===== src/design/logic_cell_pkg.sv =====
package logic_cell_pkg;

   localparam int ADDR_W = 12;
   localparam int DATA_W = 32;
   localparam int LUT_IN_W = 4;
   localparam int LUT_W = 16;
   localparam int OUT_N = 3;

   localparam logic [ADDR_W-1:0] CFG_OFS = 12'h000;
   localparam logic [ADDR_W-1:0] LUT_OFS = 12'h004;
   localparam logic [ADDR_W-1:0] STAT_OFS = 12'h008;

   localparam logic [LUT_W-1:0] LUT_RST = 16'h0000;
   localparam logic [DATA_W-1:0] RD_ZERO = 32'h0000_0000;

   // Output select bit positions; a one picks the register
   localparam int OUT_LOCAL = 0;
   localparam int OUT_ROW = 1;
   localparam int OUT_COLUMN = 2;

   // Feedback replaces this lookup-table input with the register output
   localparam int FB_IN = 3;

   typedef enum logic [1:0] {
      FF_D = 2'b00,
      FF_T = 2'b01,
      FF_JK = 2'b10,
      FF_SR = 2'b11
   } ff_mode_t;

   typedef enum logic [1:0] {
      SRC_GLOBAL = 2'b00,
      SRC_PIN = 2'b01,
      SRC_INT = 2'b10
   } src_t;

   typedef enum logic {
      ENA_PIN = 1'b0,
      ENA_INT = 1'b1
   } ena_src_t;

   typedef struct packed {
      logic feedback;
      logic packing;
      logic [OUT_N-1:0] out_sel;
      ena_src_t ena_src;
      src_t clr_src;
      src_t clk_src;
      ff_mode_t mode;
   } cfg_t;

   localparam int CFG_W = $bits(cfg_t);
   localparam cfg_t CFG_RST = 12'h000;

   // Signals arriving from pins or the global network, asynchronous to CLK_I
   typedef struct packed {
      logic gclk;
      logic clk;
      logic clr;
      logic ena;
   } pin_in_t;

   localparam int PIN_W = $bits(pin_in_t);

   // Signals from neighbouring logic, already on CLK_I
   typedef struct packed {
      logic clk;
      logic clr;
      logic ena;
      logic sload;
      logic sdata;
      logic pack_data;
      logic k;
   } fabric_in_t;

   typedef struct packed {
      logic local_out;
      logic row_out;
      logic column_out;
   } cell_out_t;

   // Status word field positions
   localparam int ST_Q = 0;
   localparam int ST_LUT = 1;
   localparam int ST_LOCAL = 2;
   localparam int ST_ROW = 3;
   localparam int ST_COLUMN = 4;
   localparam int ST_W = 5;

endpackage : logic_cell_pkg


===== src/design/logic_cell.sv =====
`timescale 1ns/1ns
// Function
// Register acts as D, T, JK or SR
// Data, clock, enable, clear; enabled edges only
// Clock and clear from global, pin or logic
// Enable from pin or logic only
// Combinational path bypasses the register
// Three outputs: local, row, column
// Each output picks lookup table or register
// Two outputs long-haul, one local
// Packing: table and register unrelated
// Packing disables cluster synchronous load
// Feedback register output into own table
// Registered and unregistered copies together
// Synchronous load captures alternate data; code loads sdata in D mode only, T, JK and SR use it as data
// Clear forces register to zero
module logic_cell
   import logic_cell_pkg::*;
(
   input wire logic CLK_I,
   input wire logic RESET_N_I,
   input wire logic PSEL_I,
   input wire logic PENABLE_I,
   input wire logic PWRITE_I,
   input wire logic [ADDR_W-1:0] PADDR_I,
   input wire logic [DATA_W-1:0] PWDATA_I,
   output logic [DATA_W-1:0] PRDATA_O,
   output logic PREADY_O,
   output logic PSLVERR_O,
   input logic_cell_pkg::pin_in_t PIN_I,
   input logic_cell_pkg::fabric_in_t FABRIC_I,
   input wire logic [LUT_IN_W-1:0] LUT_DATA_I,
   output logic_cell_pkg::cell_out_t CELL_O,
   output logic REG_Q_O
);
   import logic_cell_pkg::*;

   cfg_t cfg_q;
   cfg_t cfg_d;
   logic [LUT_W-1:0] lut_q;
   logic [LUT_W-1:0] lut_d;
   logic pready_q;
   logic pready_d;
   logic pslverr_q;
   logic pslverr_d;
   logic [DATA_W-1:0] prdata_q;
   logic [DATA_W-1:0] prdata_d;

   logic [PIN_W-1:0] pin_meta_q;
   logic [PIN_W-1:0] pin_sync_q;
   pin_in_t pin_s;
   logic clk_src_prev_q;
   logic clk_src_prev_d;

   cell_out_t out_q;
   cell_out_t out_d;
   logic lut_reg_q;

   // Selects one of the three control sources
   function automatic logic pick_src(input src_t sel, input logic g, input logic p,
      input logic f);
      logic r;
      r = f;
      unique case (sel)
         SRC_GLOBAL: r = g;
         SRC_PIN: r = p;
         SRC_INT: r = f;
         default: r = f;
      endcase
      return r;
   endfunction : pick_src

   // Output source: register when the select bit is set
   function automatic logic pick_out(input logic sel, input logic lut_v, input logic reg_v);
      return sel ? reg_v : lut_v;
   endfunction : pick_out

   // APB decode
   wire access = PSEL_I & PENABLE_I;
   wire first_access = access & ~pready_q;
   wire done = access & pready_q;
   wire hit_cfg = PADDR_I == CFG_OFS;
   wire hit_lut = PADDR_I == LUT_OFS;
   wire hit_stat = PADDR_I == STAT_OFS;
   wire mapped = hit_cfg | hit_lut | hit_stat;
   wire wr_cfg = done & PWRITE_I & hit_cfg;
   wire wr_lut = done & PWRITE_I & hit_lut;

   // Pin sources cross in through two flops before anything looks at them
   always_ff @(posedge CLK_I or negedge RESET_N_I)
   begin
      if (!RESET_N_I)
      begin
         pin_meta_q <= '0;
         pin_sync_q <= '0;
      end
      else
      begin
         pin_meta_q <= PIN_I;
         pin_sync_q <= pin_meta_q;
      end
   end

   assign pin_s = pin_sync_q;

   // Control source selection
   wire clk_src_lvl = pick_src(cfg_q.clk_src, pin_s.gclk, pin_s.clk, FABRIC_I.clk);
   wire clr_lvl = pick_src(cfg_q.clr_src, pin_s.gclk, pin_s.clr, FABRIC_I.clr);
   // No global network leg exists for the enable
   wire ena_lvl = (cfg_q.ena_src == ENA_INT) ? FABRIC_I.ena : pin_s.ena;

   // The selected clock is a slow signal here; its rising edge becomes a step enable
   assign clk_src_prev_d = clk_src_lvl;
   wire clk_edge = clk_src_lvl & ~clk_src_prev_q;
   wire step = clk_edge & ena_lvl;

   // Lookup table with optional register feedback
   logic reg_q;
   logic [LUT_IN_W-1:0] lut_idx;
   always_comb
   begin
      lut_idx = LUT_DATA_I;
      if (cfg_q.feedback)
      begin
         lut_idx[FB_IN] = reg_q;
      end
   end
   wire lut_val = lut_q[lut_idx];

   // Packing feeds the register from its own fabric input and drops synchronous load
   wire sload_ok = FABRIC_I.sload & ~cfg_q.packing;
   wire reg_src = cfg_q.packing ? FABRIC_I.pack_data : lut_val;
   wire reg_d = sload_ok ? FABRIC_I.sdata : reg_src;

   storage_element u_store (
      .clk_i(CLK_I),
      .reset_n_i(RESET_N_I),
      .step_i(step),
      .clr_i(clr_lvl),
      .mode_i(cfg_q.mode),
      .d_i(reg_d),
      .k_i(FABRIC_I.k),
      .q_o(reg_q)
   );

   // A clear seen this cycle forces register-sourced outputs low at the next edge, the same edge that clears the register
   wire reg_view = clr_lvl ? 1'b0 : reg_q;

   // Each output picks its own source, so one output may carry the table
   // while another carries the register
   always_comb
   begin
      out_d.local_out = pick_out(cfg_q.out_sel[OUT_LOCAL], lut_val, reg_view);
      out_d.row_out = pick_out(cfg_q.out_sel[OUT_ROW], lut_val, reg_view);
      out_d.column_out = pick_out(cfg_q.out_sel[OUT_COLUMN], lut_val, reg_view);
   end

   // Configuration writes
   always_comb
   begin
      cfg_d = cfg_q;
      lut_d = lut_q;
      if (wr_cfg)
      begin
         cfg_d = cfg_t'(PWDATA_I[CFG_W-1:0]);
      end
      if (wr_lut)
      begin
         lut_d = PWDATA_I[LUT_W-1:0];
      end
   end

   // Read data and handshake; one wait state per access
   logic [ST_W-1:0] status;
   always_comb
   begin
      status = '0;
      status[ST_Q] = reg_view;
      status[ST_LUT] = lut_val;
      status[ST_LOCAL] = out_q.local_out;
      status[ST_ROW] = out_q.row_out;
      status[ST_COLUMN] = out_q.column_out;
   end

   always_comb
   begin
      pready_d = first_access;
      pslverr_d = first_access & ~mapped;
      prdata_d = RD_ZERO;
      if (first_access & ~PWRITE_I)
      begin
         if (hit_cfg)
         begin
            prdata_d[CFG_W-1:0] = cfg_q;
         end
         else if (hit_lut)
         begin
            prdata_d[LUT_W-1:0] = lut_q;
         end
         else if (hit_stat)
         begin
            prdata_d[ST_W-1:0] = status;
         end
      end
   end

   always_ff @(posedge CLK_I or negedge RESET_N_I)
   begin
      if (!RESET_N_I)
      begin
         cfg_q <= CFG_RST;
         lut_q <= LUT_RST;
      end
      else
      begin
         cfg_q <= cfg_d;
         lut_q <= lut_d;
      end
   end

   always_ff @(posedge CLK_I or negedge RESET_N_I)
   begin
      if (!RESET_N_I)
      begin
         pready_q <= 1'b0;
         pslverr_q <= 1'b0;
         prdata_q <= RD_ZERO;
      end
      else
      begin
         pready_q <= pready_d;
         pslverr_q <= pslverr_d;
         prdata_q <= prdata_d;
      end
   end

   always_ff @(posedge CLK_I or negedge RESET_N_I)
   begin
      if (!RESET_N_I)
      begin
         clk_src_prev_q <= 1'b0;
         out_q <= '0;
         lut_reg_q <= 1'b0;
      end
      else
      begin
         clk_src_prev_q <= clk_src_prev_d;
         out_q <= out_d;
         lut_reg_q <= reg_view;
      end
   end

   assign PRDATA_O = prdata_q;
   assign PREADY_O = pready_q;
   assign PSLVERR_O = pslverr_q;
   assign CELL_O = out_q;
   assign REG_Q_O = lut_reg_q;

endmodule : logic_cell


===== src/design/storage_element.sv =====
`timescale 1ns/1ns
module storage_element
   import logic_cell_pkg::*;
(
   input wire logic clk_i,
   input wire logic reset_n_i,
   input wire logic step_i,
   input wire logic clr_i,
   input ff_mode_t mode_i,
   input wire logic d_i,
   input wire logic k_i,
   output logic q_o
);

   function automatic logic next_q(input ff_mode_t mode, input logic q, input logic d,
      input logic k);
      logic r;
      r = q;
      unique case (mode)
         FF_D: r = d;
         FF_T: r = q ^ d;
         FF_JK: r = (d & ~q) | (~k & q);
         FF_SR: r = d ? ~k | q : q & ~k;
      endcase
      return r;
   endfunction : next_q

   logic q_q;
   logic q_d;

   // Clear beats every mode and the enable
   assign q_d = clr_i ? 1'b0 : (step_i ? next_q(mode_i, q_q, d_i, k_i) : q_q);

   always_ff @(posedge clk_i or negedge reset_n_i)
   begin
      if (!reset_n_i)
      begin
         q_q <= 1'b0;
      end
      else
      begin
         q_q <= q_d;
      end
   end

   assign q_o = q_q;

endmodule : storage_element


===== config.mk =====
export PLATFORM = sky130hd
export DESIGN_NAME = logic_cell
export DESIGN_NICKNAME = d
export VERILOG_FILES = /design/src/design/logic_cell_pkg.sv /design/src/design/logic_cell.sv /design/src/design/storage_element.sv
export SDC_FILE = /design/constraint.sdc
export NUM_CORES = 1
export LEC_CHECK = 0
export ABC_AREA = 1
export BUFFER_PORTS_ARGS = -buffer_cell sky130_fd_sc_hd__buf_2
export CAP_MARGIN = 20
export CORE_UTILIZATION = 53
export DETAILED_ROUTE_END_ITERATION = 8
export PLACE_DENSITY = 0.84
export SLEW_MARGIN = 5
export SYNTH_ARGS = -nofsm -noshare
export SYNTH_HDL_FRONTEND = slang
export SYNTH_SLANG_ARGS = --single-unit

===== constraint.sdc =====
create_clock -name CLK_I -period 2.85 [get_ports CLK_I]
set_input_delay 0.1425 -clock CLK_I [delete_from_list [all_inputs] [get_ports CLK_I]]
set_output_delay 0.1425 -clock CLK_I [all_outputs]
set_load 0.05 [all_outputs]

* Yosys cells after proc, flatten, opt, wreduce, memory -nomap -nowiden
Index checks and enable logic that the tools add are counted.
** Operators by class
- Add/sub/neg operators :: 0
- Multipliers :: 0
- Div/mod/pow operators :: 0
- Magnitude comparators :: 1
- Equality and inequality tests :: 7
- Shift-type cells :: 0
- Multiplexer cells :: 22
- Bitwise gates (word level) :: 25
- Reduce and logical (&&, ||, !) cells :: 5
** Operators with widths (number)
- 16-bit 2-to-1 mux :: 1
- 1-bit AND :: 13
- 12-bit by 3-bit == test with 1-bit output (second input constant) :: 1
- 12-bit by 4-bit == test with 1-bit output (second input constant) :: 1
- 12-bit logical NOT :: 1
- 1-bit 2-to-1 mux :: 12
- 12-bit 2-to-1 mux :: 1
- 11-bit 2-to-1 mux :: 1
- 5-bit 2-to-1 mux :: 2
- 1-bit inverter :: 7
- 2-bit by 1-bit == test with 1-bit output (second input constant) :: 3
- 2-bit logical NOT :: 3
- 4-bit by 5-bit less-than comparator with 1-bit output (second input constant) :: 1
- 1-bit binary-select mux with 4-bit select :: 1
- 2-bit == test (second input constant) :: 2
- 4-bit 2-to-1 mux :: 1
- 1-bit bitwise OR :: 4
- 1-bit case mux with 2 select lines :: 2
- 1-bit case mux with 4 select lines :: 1
- 2-bit nonzero test :: 1
- 1-bit bitwise XOR :: 1
** Storage, ports and cells
- Register bits :: 60
- Latch bits :: 0
- RAM bits :: 0
- Bits in read-only memories :: 0
- Bits of input ports :: 64
- Output and inout port bits :: 38
- Logic and storage cells :: 79
- Memories :: 0

* Depth between registers and ports, before layout
- Depth in word-level cells :: 10
- Depth in mapped cells :: 13

* Cells and area by module
A second synthesis with hierarchy kept.
** Second synthesis, totals
- Cell total of the unflattened synthesis :: 321
- Area, all modules :: 2924.1 µm²
** Modules (own cells, without submodules)
- logic_cell :: times used 1, cells an instance 302, area an instance 2817.7 µm², sequential area each 1476.4 µm²
- storage_element :: times used 1, cells an instance 19, area an instance 106.4 µm², sequential area each 25.0 µm²

* Least setup slack after synthesis
Ideal clock, no wire load.
- Kind :: reg-to-reg
- Start :: register pready_q, in the netlist PREADY_O
- End :: register lut_q[14]
- Setup time :: 0.122 ns
- Arrival time :: 1.386 ns
- Required time :: 2.728 ns
- Setup slack :: 1.342 ns
- Stages on the path, launching flop included :: 7
- Path buffers :: 1
- Path through :: dfrtp_1 nand2_1 nor2_1 nand2_4 buf_4 nor2_1 a21oi_1
** On the way
- Cells in the longest elaborated chain, start to end :: 3
** Ends and longest elaborated chain
- from (decl) :: RTL line logic_cell.sv:42 : logic pready_q;
- from (signal assigned) :: RTL line logic_cell.sv:231 : pready_q <= pready_d;
- 1-bit AND :: RTL line logic_cell.sv:81 : wire done = access & pready_q;
- 1-bit AND (2 in a row) :: RTL line logic_cell.sv:87 : wire wr_lut = done & PWRITE_I & hit_lut;
- to (signal assigned) :: RTL line logic_cell.sv:217 : lut_q <= lut_d;
- to (decl) :: RTL line logic_cell.sv:40 : logic [LUT_W-1:0] lut_q;
No other way between the ends.
A chain may end at the register's enable or synchronous reset.

* Worst setup path in the final report
- Start :: register u_store.q_q, in the netlist u_store.q_o
- End :: register u_store.q_q, in the netlist u_store.q_o
** On the way
- Cells in the longest elaborated chain, start to end :: 10
- Elaborated cells between the ends (all ways) :: 15
- Classes of those cells :: mux (9); bitwise (6)
** Ends and longest elaborated chain
- from (decl) :: RTL line storage_element.sv:28 : logic q_q;
- from (signal assigned) :: RTL line storage_element.sv:42 : q_q <= q_d;
- 1-bit 2-to-1 mux :: RTL line logic_cell.sv:123 : if (cfg_q.feedback)
- 1-bit binary-select mux with 4-bit select :: RTL line logic_cell.sv:128 : wire lut_val = lut_q[lut_idx];
- 1-bit 2-to-1 mux (implied by the code) :: RTL line logic_cell.sv:128
- 1-bit 2-to-1 mux :: RTL line logic_cell.sv:132 : wire reg_src = cfg_q.packing ? FABRIC_I.pack_data : lut_val;
- 1-bit 2-to-1 mux :: RTL line logic_cell.sv:133 : wire reg_d = sload_ok ? FABRIC_I.sdata : reg_src;
- 1-bit AND :: RTL line storage_element.sv:22 : FF_JK: r = (d & ~q) | (~k & q);
- 1-bit bitwise OR :: RTL line storage_element.sv:22
- 1-bit case mux with 4 select lines * :: RTL line storage_element.sv:19 : unique case (mode)
- 1-bit 2-to-1 mux * (2 in a row) :: RTL line storage_element.sv:32 : assign q_d = clr_i ? 1'b0 : (step_i ? next_q(mode_i, q_q, d_i, k_i) : q_q);
Every way passes the cells marked *; elsewhere a longest branch is shown, timed or not. The select of a mux whose other input is x is not followed.

==> impl_metrics.csv <==
group,metric,value,unit
status,status,"finished clean",
global_routing,antenna_found_initial,0,
floorplanning,fp.dieW,75.3,µm
cells_and_area,area_growth,20.0,%
logic_synthesis,synth_cell_types,31,
clocking,ctsHoldBuffers,5,
cells_and_area,drive_gt1_frac,0.280,
routing,drc_errors,0,
clocking,h-tree-depth,3,
routing,drt_first_iter_violations,160,
pwr,finalPower,1.91,mW
sta,tns,0,ps
place,place_congestion,0.863,
logic_synthesis,synthesis.area,0.00285,mm²
sta,rsz0062_at_grt,"false",
cells_and_area,mostFrequentLayoutCell,"nand2_1",
floorplanning,ios,102,
logic_synthesis,seq_area_frac_synth,0.528,
sta,hold_viol,0,
sta,slew_violations,0,
logic_synthesis,synth_cells,321,
floorplanning,start_util,0.554,
sta,skew,4.26,ps
sta,max_freq,643,MHz
routing,wl,5890,µm
cells_and_area,multi_input_area,0.00103,mm²
routing,first_pass_iters,4,
cells_and_area,nets,462,
floorplanning,die_y,75.3,µm
place,dp_slack,1300,ps
sta,finalSetupViolCount,0,
clocking,cts_buffers,9,
sta,fin_crit_sh,0.546,
global_routing,grt_pass1_wl,9390,µm
min_path,holdPathStages,3,
logic_synthesis,syn_avg_cell_area,8.86,µm²
clocking,cts_resized,0,
routing,via_count,2337,
clocking,post-cts-setup-buffers,0,
cells_and_area,regArea,0.00150,mm²
global_routing,grt_overflow,0,
sta,tightest_slew,654,ps
critical_path,cp.arrival,1840,ps
clocking,cts-root-buf,"clkbuf_8",
clocking,cts.path.max_buffers,2,
clocking,clock_sink_count,60,
place,portBuffers,69,
clocking,cts_tree,"yes",
job,maxCapViolCount,0,
global_routing,grt_max_degree,43,
place,post-dp-hpwl,4180,µm
critical_path,required,3130,ps
sta,timing.final.ws_setup,1290,ps
cells_and_area,final_cell_mix,"nand2_1 (75), buf_2 (69), dfrtp_1 (60)",
critical_path,path_class,"flop to flop",
critical_path,crit_fanout,5,
floorplanning,core-area,0.00514,mm²
critical_path,startpoint_type,"flop",
global_routing,first_global_vias,2204,
sta,slew_headroom,0.560,
cells_and_area,diodes,0,
routing,routedWlPerCell,12.4,µm
floorplanning,row_count,26,
cells_and_area,fillers,435,
sta,min_period,1560,ps
min_path,min_path_type,"input pin to flop",
critical_path,ff2ff_path_depth,10,
critical_path,cp-end-kind,"flop",
pwr,powerDensity,559,mW/mm²
logic_synthesis,ys_ff_latch,60,
floorplanning,die-area,0.00567,mm²
pwr,ir_worst_vdd,0.000658,V
routing,detail_route.vias_per_cell,4.94,
global_routing,gr-usage-all-layers,0.235,
logic_synthesis,yosys_warnings,0,
pwr,p_leak,1.79,nW
clocking,path_clk_slew,70,ps
routing,final_antenna_net_count,0,
clocking,insertion_delay,350,ps
state kept, by name (all words and copies together) (netlist names):
name	flops
u_store.q_o	1
cfg_q	12
CELL_O	3
PREADY_O	1
PSLVERR_O	1
PRDATA_O	16
lut_q	16
clk_src_prev_q	1
pin_meta_q	4
pin_s	4
REG_Q_O	1
worst max-delay path, cell delays in order (launching register included):
cell and delay (ps):
dfrtp_1 400, inv_1 160, nand2_1 60, o21ai_0 150, nand3b_1 220, nand2_2 110
nand2_1 80, nand3_1 60, nand2_1 70, nand2_1 70, a21oi_2 110
cell type report:
class,instances,share of cell area
flip-flops and latches,60,0.440
multi-input cells,210,0.302
well taps,70,0.0257
clock inverters,7,0.0293
clock buffers,9,0.0363
repair buffers,75,0.118
inverters,42,0.0491
synth_stat cells, drive strengths merged:
library cell | number | share of area
nand3 | 14 | 0.026
a211oi | 1 | 0.0026
nor2 | 22 | 0.030
buf | 24 | 0.071
inv | 42 | 0.059
or2 | 2 | 0.0053
dfrtp | 60 | 0.53
nor4 | 2 | 0.0066
conb | 1 | 0.0013
mux2i | 2 | 0.0070
nand2 | 80 | 0.11
nor3 | 6 | 0.015
o21bai | 1 | 0.0026
a21oi | 27 | 0.049
nand3b | 2 | 0.0053
nand4 | 1 | 0.0022
a31oi | 1 | 0.0022
o21ai | 33 | 0.074
per-stage QoR:
step / cell area (µm²) / hold WS, ps / util / cells
2_1_floorplan: 2900 / -153 / - / 336
3_3_place_gp: 3140 / 107 / 0.611 / 452
3_5_place_dp: 3140 / 114 / 0.611 / 452
5_1_grt: 3410 / 35.5 / 0.664 / 473
6_report: 3410 / 17.5 / 0.664 / 473
4_1_cts: 3410 / 13.2 / 0.664 / 473
path summary, 6_finish.rpt:
kind | start | end | slack, ps
max reg2reg | u_store.q_o | u_store.q_o | 1290
min reg2reg | pin_meta_q[3] | pin_s[3] | 350
min | FABRIC_I[6] | clk_src_prev_q | 20
max in group asynchronous | RESET_N_I | PRDATA_O[11] | 1710
min in group asynchronous | RESET_N_I | PRDATA_O[5] | 260
max | u_store.q_o | u_store.q_o | 1290
report_power, final:
| part | total [mW] | switching (mW) | internal [mW] |
|---|---|---|---|
| registers | 0.871 | 0.00608 | 0.865 |
| logic | 0.191 | 0.140 | 0.0512 |
| clock network | 0.845 | 0.350 | 0.495 |
| total | 1.91 | 0.496 | 1.41 |
cells by family (layout without fill, tap and decap cells):
family	count (synthesis)	after routing	share of synthesized area
compound gates	63	63	0.130
buf+inv	66	133	0.130
flops	60	60	0.528
mux	2	2	0.00704
other cells	1	16	0.00132
simple gates	129	129	0.204
metal layers:
layer | part of all wire | vias to the layer above | track usage | wire length, µm
met3 | 0.065 | 14 | 0.0817 | 383
met5 | 0 | - | 0 | 0
li1 | - | 1147 | - | -
met2 | 0.49 | 89 | 0.404 | 2890
met4 | 0.023 | 0 | 0.101 | 136
met1 | 0.42 | 1087 | 0.267 | 2480
Power figures use the tool's default switching activity.
